==> src/lrc_pkg.sv <==
// Constants for the first linear regulator enable and configuration register bank.
// Assumes a serial register port front end that delivers byte-wide reads and writes.
//
// How it works
// - Read-only 3-bit power-up slot; 000 off, 010/011/100 staged, 111 software.
// - Software enable select acts only at slot 111; 00 off, 01 on, 10 pins.
// - Pin0 enable bit clear means pin0 function ignored; set activates pin0 function.
// - Function select: mode pin (low regulate, high switch) or enable pin.
// - Active discharge in hard reset; with bit set also when enable drops.
// - Mode bit 0 regulates; 1 makes a fully on/off load switch.
// - Mode bit latched internally; new value loads only while regulator disabled.
// - Passive discharge on entering off or hard reset; bit set adds enable low.
// - Six-bit voltage code, 0.5V plus 25mV per code, top 1.95V at 111010.
// - Each pin select bit lets its control pin drive the regulator enable.
// - Pin select bits honoured only at slot 111 and enable select 10.
// - Several selected pins combine by logical OR into the enable.
package lrc_pkg;

  // ----------------------------------------------------------------------
  // Register offsets
  // ----------------------------------------------------------------------
  localparam logic [7:0] LRC_ADDR_ENABLE_SELECT = 8'h51;
  localparam logic [7:0] LRC_ADDR_CONFIG        = 8'h52;
  localparam logic [7:0] LRC_ADDR_VOLTAGE_CODE  = 8'h53;
  localparam logic [7:0] LRC_ADDR_PIN_SELECT    = 8'h54;

  // ----------------------------------------------------------------------
  // Field positions
  // ----------------------------------------------------------------------
  localparam int LRC_SLOT_LSB        = 5;
  localparam int LRC_SWEN_LSB        = 0;
  localparam int LRC_PIN0_FSEL_BIT   = 4;
  localparam int LRC_PIN0_FEN_BIT    = 3;
  localparam int LRC_ACT_DSC_BIT     = 2;
  localparam int LRC_MODE_BIT        = 1;
  localparam int LRC_PSV_DSC_BIT     = 0;
  localparam int LRC_VCODE_W         = 6;

  // ----------------------------------------------------------------------
  // Reset values
  // ----------------------------------------------------------------------
  localparam logic [1:0] LRC_SWEN_RESET   = 2'h0;
  localparam logic [4:0] LRC_CFG_RESET    = 5'h00;
  localparam logic [5:0] LRC_VCODE_RESET  = 6'h00;
  localparam logic [7:0] LRC_PINSEL_RESET = 8'h00;

  // ----------------------------------------------------------------------
  // Encodings
  // ----------------------------------------------------------------------
  typedef enum logic [2:0] {
    LRC_SLOT_OFF  = 3'h0,
    LRC_SLOT_P0   = 3'h2,
    LRC_SLOT_P25  = 3'h3,
    LRC_SLOT_P50  = 3'h4,
    LRC_SLOT_SOFT = 3'h7
  } lrc_slot_t;

  typedef enum logic [1:0] {
    LRC_SWEN_OFF  = 2'h0,
    LRC_SWEN_ON   = 2'h1,
    LRC_SWEN_PINS = 2'h2
  } lrc_swen_t;

  // Voltage scale in millivolts
  localparam int         LRC_VOUT_BASE_MV = 500;
  localparam int         LRC_VOUT_STEP_MV = 25;
  localparam logic [5:0] LRC_VCODE_MAX    = 6'h3A;

endpackage : lrc_pkg

==> src/lrc_regulator_ctrl.sv <==
// Register bank and enable logic of the first linear regulator.
// Assumes a serial register front end presents byte accesses synchronous to clk.
`timescale 1ns/1ps
module lrc_regulator_ctrl
#(
  parameter int PIN_COUNT = 8
)
(
  // Clock and reset
  input  wire logic                         clk,
  input  wire logic                         arst_n,
  // Register port (byte wide, one-cycle strobes)
  input  wire logic                         reg_wr,
  input  wire logic                         reg_rd,
  input  wire logic [7:0]                   reg_addr,
  input  wire logic [7:0]                   reg_wdata,
  output logic      [7:0]                   reg_rdata,
  output logic                              reg_rvalid,
  // Factory straps and system state
  input  wire logic [2:0]                   power_up_slot,
  input  wire logic                         boot_stage_0,
  input  wire logic                         boot_stage_25,
  input  wire logic                         boot_stage_50,
  input  wire logic                         boot_done,
  input  wire logic                         hard_reset_mode,
  input  wire logic                         off_mode,
  // Control pins
  input  wire logic [PIN_COUNT-1:0]         multipurpose_control_pin,
  // Analogue stage controls
  output logic                              regulator_enable,
  output logic                              switch_mode,
  output logic                              active_discharge,
  output logic                              passive_discharge,
  output logic      [lrc_pkg::LRC_VCODE_W-1:0] output_voltage_code,
  output logic      [10:0]                  output_voltage_mv
);
  import lrc_pkg::*;

  // Pin select register is one byte wide, so no other pin count can be served
  if (PIN_COUNT != 8)
  begin : g_pin_count_check
    $error("PIN_COUNT must be 8");
  end

  // ----------------------------------------------------------------------
  // Registers
  // ----------------------------------------------------------------------
  logic [1:0]           software_enable_select;
  logic                 pin0_function_select;
  logic                 pin0_function_enable;
  logic                 active_discharge_select;
  logic                 switch_mode_select;
  logic                 passive_discharge_select;
  logic [LRC_VCODE_W-1:0] vcode;
  logic [7:0]           pin_enable_select;
  logic                 next_enable;
  logic                 next_mode_req;
  logic                 enable_q;
  logic                 mode_latched;

  // Voltage in mV for a code; codes past the top clamp, as supply limits them
  function automatic logic [10:0] lrc_code_to_mv(input logic [5:0] code);
    logic [5:0] c;
    c = (code > LRC_VCODE_MAX) ? LRC_VCODE_MAX : code;
    return 11'(LRC_VOUT_BASE_MV + LRC_VOUT_STEP_MV * int'(c));
  endfunction : lrc_code_to_mv

  // Enable select register write
  always_ff @(posedge clk or negedge arst_n)
  begin
    if (!arst_n)
      software_enable_select <= LRC_SWEN_RESET;
    else if (reg_wr && reg_addr == LRC_ADDR_ENABLE_SELECT)
      software_enable_select <= reg_wdata[LRC_SWEN_LSB +: 2];  // Slot bits read only
  end

  // Configuration register write
  always_ff @(posedge clk or negedge arst_n)
  begin
    if (!arst_n)
      {pin0_function_select, pin0_function_enable, active_discharge_select,
       switch_mode_select, passive_discharge_select} <= LRC_CFG_RESET;
    else if (reg_wr && reg_addr == LRC_ADDR_CONFIG)
    begin
      pin0_function_select     <= reg_wdata[LRC_PIN0_FSEL_BIT];
      pin0_function_enable     <= reg_wdata[LRC_PIN0_FEN_BIT];
      active_discharge_select  <= reg_wdata[LRC_ACT_DSC_BIT];
      switch_mode_select       <= reg_wdata[LRC_MODE_BIT];
      passive_discharge_select <= reg_wdata[LRC_PSV_DSC_BIT];
    end
  end

  // Voltage code and pin select writes
  always_ff @(posedge clk or negedge arst_n)
  begin
    if (!arst_n)
    begin
      vcode             <= LRC_VCODE_RESET;
      pin_enable_select <= LRC_PINSEL_RESET;
    end
    else if (reg_wr)
    begin
      if (reg_addr == LRC_ADDR_VOLTAGE_CODE)
        vcode <= reg_wdata[LRC_VCODE_W-1:0];
      if (reg_addr == LRC_ADDR_PIN_SELECT)
        pin_enable_select <= reg_wdata;
    end
  end

  // ----------------------------------------------------------------------
  // Read path
  // ----------------------------------------------------------------------
  // Registered read data, answered the cycle after the strobe; unmapped reads 0
  always_ff @(posedge clk or negedge arst_n)
  begin
    if (!arst_n)
    begin
      reg_rdata  <= 8'h00;
      reg_rvalid <= 1'b0;
    end
    else
    begin
      reg_rvalid <= reg_rd;
      if (reg_rd)
        case (reg_addr)
          LRC_ADDR_ENABLE_SELECT:
            reg_rdata <= {power_up_slot, 3'h0, software_enable_select};
          LRC_ADDR_CONFIG:
            reg_rdata <= {3'h0, pin0_function_select, pin0_function_enable,
                          active_discharge_select, switch_mode_select,
                          passive_discharge_select};
          LRC_ADDR_VOLTAGE_CODE:
            reg_rdata <= {2'h0, vcode};
          LRC_ADDR_PIN_SELECT:
            reg_rdata <= pin_enable_select;
          default:
            reg_rdata <= 8'h00;
        endcase
    end
  end

  // ----------------------------------------------------------------------
  // Enable resolution
  // ----------------------------------------------------------------------
  // Slot decides first; software select only in slot 111; reserved codes mean off
  always_comb
  begin
    next_enable = 1'b0;
    case (power_up_slot)
      LRC_SLOT_P0:  next_enable = boot_stage_0;
      LRC_SLOT_P25: next_enable = boot_stage_25;
      LRC_SLOT_P50: next_enable = boot_stage_50;
      LRC_SLOT_SOFT:
        if (boot_done)
          case (software_enable_select)
            LRC_SWEN_ON:   next_enable = 1'b1;
            LRC_SWEN_PINS: next_enable = |(pin_enable_select & multipurpose_control_pin);
            default:       next_enable = 1'b0;
          endcase
      default:      next_enable = 1'b0;
    endcase
    next_mode_req = switch_mode_select;
    // Pin 0 special function applies only when its enable bit is set
    if (pin0_function_enable)
    begin
      if (pin0_function_select)
      begin
        next_enable   = next_enable && multipurpose_control_pin[0];
        next_mode_req = 1'b1;
      end
      else
        next_mode_req = multipurpose_control_pin[0];
    end
  end

  // Enable flop keeps the analogue control free of decode glitches
  always_ff @(posedge clk or negedge arst_n)
  begin
    if (!arst_n)
      enable_q <= 1'b0;
    else
      enable_q <= next_enable;
  end

  // Mode latch sees the registered enable so it only opens while truly off
  lrc_mode_latch u_mode_latch
  (
    .clk          (clk),
    .arst_n       (arst_n),
    .mode_request (next_mode_req),
    .reg_enable   (enable_q),
    .mode_active  (mode_latched)
  );

  // ----------------------------------------------------------------------
  // Outputs to the analogue stage
  // ----------------------------------------------------------------------
  // Discharge uses the unregistered enable so it follows the cause by one cycle
  always_ff @(posedge clk or negedge arst_n)
  begin
    if (!arst_n)
    begin
      active_discharge    <= 1'b0;
      passive_discharge   <= 1'b0;
      output_voltage_code <= LRC_VCODE_RESET;
      output_voltage_mv   <= 11'h000;
    end
    else
    begin
      active_discharge    <= hard_reset_mode
                             || (active_discharge_select && !next_enable);
      passive_discharge   <= hard_reset_mode || off_mode
                             || (passive_discharge_select && !next_enable);
      output_voltage_code <= vcode;
      output_voltage_mv   <= lrc_code_to_mv(vcode);
    end
  end

  // Switch mode drives pass device fully on/off; zero is normal regulation
  assign regulator_enable = enable_q;
  assign switch_mode      = mode_latched;

endmodule : lrc_regulator_ctrl

==> src/lrc_mode_latch.sv <==
// Holds the switch-mode select seen by the analogue stage.
// Assumes reg_enable is the resolved regulator enable in the same clock domain.
`timescale 1ns/1ps
module lrc_mode_latch
(
  // Clock and reset
  input  wire logic clk,
  input  wire logic arst_n,
  // Control
  input  wire logic mode_request,
  input  wire logic reg_enable,
  // Result
  output logic      mode_active
);
  import lrc_pkg::*;

  // ----------------------------------------------------------------------
  // Latch
  // ----------------------------------------------------------------------
  // Changing pass-device mode under load would glitch the rail, so update waits
  always_ff @(posedge clk or negedge arst_n)
  begin
    if (!arst_n)
      mode_active <= 1'b0;
    else if (!reg_enable)
      mode_active <= mode_request;
  end

endmodule : lrc_mode_latch

==> config.mk <==
export PLATFORM = sky130hd
export DESIGN_NAME = lrc_regulator_ctrl
export DESIGN_NICKNAME = d
export VERILOG_FILES = /design/src/lrc_pkg.sv /design/src/lrc_regulator_ctrl.sv /design/src/lrc_mode_latch.sv
export SDC_FILE = /design/constraint.sdc
export NUM_CORES = 1
export LEC_CHECK = 0
export ABC_CLOCK_PERIOD_IN_PS = 3650
export BUFFER_PORTS_ARGS = -buffer_cell sky130_fd_sc_hd__buf_2
export CELL_PAD_IN_SITES_DETAIL_PLACEMENT = 0
export CELL_PAD_IN_SITES_GLOBAL_PLACEMENT = 1
export CORE_UTILIZATION = 43
export CTS_BUF_LIST = sky130_fd_sc_hd__clkbuf_2
export DETAILED_ROUTE_END_ITERATION = 12
export PLACE_DENSITY = 0.82
export SYNTH_ARGS = -nofsm -noshare
export SYNTH_HDL_FRONTEND = slang
export SYNTH_SLANG_ARGS = --single-unit
==> constraint.sdc <==
create_clock -name clk -period 3.65 [get_ports clk]
set_input_delay 0.365 -clock clk [delete_from_list [all_inputs] [get_ports clk]]
set_output_delay 0.365 -clock clk [all_outputs]
set_load 0.03 [all_outputs]
### Yosys cells after proc, flatten, opt, wreduce, memory -nomap -nowiden

Cells that the tools add are included.

| operators by class | value |
|---|---|
| multiplexer cells | 9 |
| reductions and logical operators | 12 |
| add/subtract/negate cells | 1 |
| multiply operators | 1 |
| shift-type cells | 0 |
| eq/ne operators | 10 |
| bitwise operators | 1 |
| divide/modulo/power cells | 0 |
| $lt $le $gt $ge | 1 |

Operators by type and width:

| kind | number |
|---|---|
| equality test 8 x 7 -> 1 bit, second input constant | 4 |
| case mux 8 bit (4 select lines) | 1 |
| adder 9 x 11 -> 11 bit, first input constant | 1 |
| multiplier 5 x 6 -> 11 bit, first input constant | 1 |
| bitwise AND 8 bit | 1 |
| OR reduction 8 bit | 1 |
| equality test 3 x 2 -> 1 bit, second input constant | 2 |
| equality test 3 bit, second input constant | 2 |
| > comparator 6 bit, second input constant | 1 |
| two-way mux 6 bit | 1 |
| logical AND 1 bit | 5 |
| two-way mux 1 bit | 5 |
| case mux 1 bit (4 select lines) | 1 |
| AND reduction 2 bit | 2 |
| logical OR 1 bit | 3 |
| equality test 2 x 1 -> 1 bit, second input constant | 1 |
| equality test 2 bit, second input constant | 1 |
| case mux 1 bit (2 select lines) | 1 |
| zero test 1 bit | 1 |

| storage, ports and cells | value |
|---|---|
| bits of input ports | 37 |
| latch bits | 0 |
| ROM bits | 0 |
| RAM bits | 0 |
| bits in registers | 51 |
| memories kept | 0 |
| output and inout bits | 30 |

### Depth between registers and ports, before layout

| logic depth | value |
|---|---|
| depth after elaboration | 11 |
| depth in mapped cells | 11 |
| mapped depth without buffers | 11 |

### Hierarchy

A second synthesis with hierarchy kept.

| second synthesis, totals | value |
|---|---|
| cell total of the unflattened synthesis | 228 |
| area total of the unflattened synthesis | 2705.1 um2 |

By module, submodules not included:

| module | times used | sequential area each (um2) | area an instance (um2) | cells an instance |
|---|---|---|---|---|
| lrc_regulator_ctrl | 1 | 1251.2 | 2665.1 | 226 |
| lrc_mode_latch | 1 | 25.0 | 40.0 | 2 |

### Least setup slack after synthesis

No wires, ideal clock.

| timing path | value |
|---|---|
| path kind | register -> register |
| from | reg vcode[5] |
| to | reg output_voltage_mv[10] |
| arrival time | 2.843 ns |
| setup time | 0.080 ns |
| stages on the path, launching flop included | 12 |
| path slack | 0.727 ns |
| buffers on the path | 0 |
| data required time | 3.570 ns |
| cell sequence | dfrtp_1 -> nand3_1 -> nand2_1 -> ha_1 -> fa_1 -> inv_1 -> ha_1 -> fa_1 -> a21oi_1 -> o211ai_1 -> a21oi_1 -> xnor2_1 |

| between the ends | value |
|---|---|
| longest elaborated chain between the ends | 4 |

Ends and longest elaborated chain:

| element | line | source |
|---|---|---|
| from (decl) | lrc_regulator_ctrl.sv:54 | `logic [LRC_VCODE_W-1:0] vcode;` |
| from (signal assigned) | lrc_regulator_ctrl.sv:104 | `vcode <= reg_wdata[LRC_VCODE_W-1:0];` |
| > comparator 6 bit | lrc_regulator_ctrl.sv:64 | `c = (code > LRC_VCODE_MAX) ? LRC_VCODE_MAX : code;` |
| two-way mux 6 bit (*) | lrc_regulator_ctrl.sv:64 |  |
| multiplier 5 x 6 -> 11 bit (*) | lrc_regulator_ctrl.sv:65 | `return 11'(LRC_VOUT_BASE_MV + LRC_VOUT_STEP_MV * int'(c));` |
| adder 9 x 11 -> 11 bit (*) | lrc_regulator_ctrl.sv:65 |  |
| to (signal assigned) | lrc_regulator_ctrl.sv:215 | `output_voltage_mv <= lrc_code_to_mv(vcode);` |
| to (decl) | lrc_regulator_ctrl.sv:35 | `output logic [10:0] output_voltage_mv` |

Mark *: on every way between the ends. The rest lies on a longest branch, timed or not.
A chain may end at the register's enable or synchronous reset.

### Final worst setup path

| timing path | value |
|---|---|
| from | reg vcode[4] |
| to | reg output_voltage_mv[10] |

Same word-level chain as after synthesis.

==> flow_summary.json <==
{
  "die-height_um": 80.62,
  "yosys.area.top_type": "dfrtp_1",
  "ys_top_cells_by_area": "dfrtp_1 48%, ha_1 9.9%, mux2_2 8.9%",
  "start_kind": "register",
  "synth_flop_cell": "dfrtp_1",
  "antenna_cells": 0,
  "cts_max_level": 2,
  "syn_area_um2": 2658,
  "end_kind": "register",
  "hold_violations": 7,
  "place_congestion": 0.8026,
  "via_count": 1928,
  "die_x_um": 80.62,
  "via_per_inst": 5.197,
  "rows": 28,
  "core_um2": 5956,
  "yosys_warnings": 0,
  "syn_avg_cell_area_um2": 11.66,
  "grt_max_degree": 52,
  "drc": 0,
  "drt-total-wl_um": 5493,
  "track_usage_pct": 18.93,
  "powerDensity_nw_per_um2": 372.6,
  "timing.final.ws_setup_ns": 0.3920,
  "final_max_slew_viol_count": 0,
  "cts_hold_buf": 0,
  "post-place-ws_ns": 0.4314,
  "async_flop_share_pct": 100.0,
  "cts_root_buffer": "clkbuf_2",
  "arrival_ns": 3.62,
  "cts.repair.resized": 0,
  "period_minus_slack_ns": 3.258,
  "p_leak_nw": 1.573,
  "peakVddDrop_v": 0.0002178,
  "synth-seq-cells": 51,
  "numPortBuffers": 66,
  "synth-edff-count": 0,
  "grt_pass1_vias": 1908,
  "synth_nets": 289,
  "hpwlAfterDp_um": 4306,
  "drive_gt1_share_pct": 33.45,
  "tns_ns": 0,
  "required_ns": 4.01,
  "final_nets": 356,
  "route.detailed.wl_per_inst_um": 14.81,
  "drv_cap": 0,
  "p_total_mw": 1.151,
  "grt_pass1_wl_um": 9177,
  "setup_viol": 0,
  "worst_pin_slew_ns": 0.6395,
  "cts_tree": "yes",
  "finalCritPeriodShare_pct": 89.26,
  "yosysMostFrequentCell": "dfrtp_1",
  "fin_skew_ns": 0.01328,
  "drtAntennaViolNets": 0,
  "numCtsBuffers": 5,
  "fillers": 573,
  "die_area_um2": 6499,
  "clkSinkCount": 51,
  "syn_inst": 228,
  "ys_seq_area_share_pct": 48.02,
  "ys_types": 41,
  "synth_top_area_share_pct": 48.02,
  "clk_latency_ns": 0.42,
  "synthTopCellsByCount": "51 x dfrtp_1, 28 x inv_1, 21 x ha_1, 21 x mux2_2",
  "first_pass_iters": 4,
  "cp_max_fo": 8,
  "worstHoldPathType": "in2async",
  "post_cts_buffers": 0,
  "final_util_pct": 51.87,
  "slew_headroom_pct": 57.36,
  "path_clk_slew_ns": 0.24,
  "cts_buffer_depth": 2,
  "timing.fmax_mhz": 306.9,
  "r2r_slack_ns": 0.39,
  "areaGrowthSynthToFinish_pct": 16.24,
  "violations": "hold timing",
  "grt_setup_unrepaired": "false",
  "path_class": "reg2reg",
  "start_util_pct": 44.62,
  "status": "finished, violations left",
  "io_pins": 67,
  "drt_iter0_drc": 71,
  "overflow": 0,
  "antenna_found_initial": 0,
  "whs_ns": -0.007977
}
where the power goes:
group | switching (mW) | total (mW) | internal (mW)
clock | 0.168 | 0.214 | 0.0461
combinational | 0.190 | 0.304 | 0.114
sequential | 0.0221 | 0.633 | 0.611
sequential cells by signal (all words and copies together) (netlist names):
| register | cells |
|---|---|
| switch_mode_select | 1 |
| u_mode_latch.mode_active | 1 |
| regulator_enable | 1 |
| active_discharge | 1 |
| passive_discharge_select | 1 |
| vcode | 6 |
| pin_enable_select | 8 |
| software_enable_select | 2 |
| passive_discharge | 1 |
| pin0_function_enable | 1 |
| active_discharge_select | 1 |
| output_voltage_mv | 11 |
| reg_rvalid | 1 |
| reg_rdata | 8 |
| pin0_function_select | 1 |
| output_voltage_code | 6 |
cells by family (layout without fill, tap and decap cells):
family / after synthesis / in the layout / share of synthesized area [%]
buf+inv: 35 / 103 / 5.367
fa+ha+maj: 24 / 24 / 12.15
simple gates: 44 / 44 / 10.88
flops: 51 / 51 / 48.02
compound gates: 44 / 44 / 11.63
xor+xnor: 7 / 7 / 2.307
mux: 23 / 23 / 9.652
final timing paths:
kind,start,to,cells past startpoint
setup / recovery,vcode[4]$_DFFE_PN0P_,output_voltage_mv[10]$_DFF_PN0_,11
hold / removal,arst_n,reg_rdata[5]$_DFFE_PN0P_,2
setup reg to reg,vcode[4]$_DFFE_PN0P_,output_voltage_mv[10]$_DFF_PN0_,11
hold reg to reg,vcode[2]$_DFFE_PN0P_,output_voltage_code[2]$_DFF_PN0_,0
max in group asynchronous,arst_n,pin0_function_select$_DFFE_PN0P_,2
min in group clk,reg_rd,reg_rvalid$_DFF_PN0_,1
cell type report:
type                    instances  area [µm²]  share of cell area (%)
clock buffers                   6       30.03                  0.9721
clock inverters                 2       7.507                  0.2430
inverters                      28       105.1                   3.402
multi-input cells             142        1239                   40.10
flip-flops and latches         51        1276                   41.31
well taps                      75       93.84                   3.038
repair buffers                 67       337.8                   10.94
metrics by stage:
step | instances | area (µm²)
global placement | 363 | 3052
global route | 371 | 3089
detailed placement | 363 | 3052
finish | 371 | 3089
CTS | 371 | 3089
floorplan | 228 | 2658
cells in the final DEF, fill, tap and decap left out, drive strengths merged, types with 6 or more instances in the layout:
cell type  instances
buf               67
dfrtp             51
inv               28
mux2              21
ha                21
nand2             10
a22oi             10
o22ai              9
nand3              6
nor2               6
clkbuf             6
critical path: stages (launching register included):
cell and delay, ns:
dfrtp_1 0.57, nand3_1 0.17, nand2_1 0.18, ha_1 0.26, fa_1 0.51, inv_1 0.04, ha_1 0.33, fa_1 0.47
a21oi_1 0.23, o211ai_1 0.13, a21oi_1 0.19, xnor2_1 0.13
metal layers:
layer | part of all wire (%) | global-route usage (%) | vias up
li1 | - | - | 947
met1 | 47 | 26.69 | 926
met2 | 47 | 29.66 | 49
met3 | 5.5 | 2.614 | 6
met4 | 1.1 | 6.429 | 0
met5 | 0 | 0 | -
(Power assumes the default switching activity.)
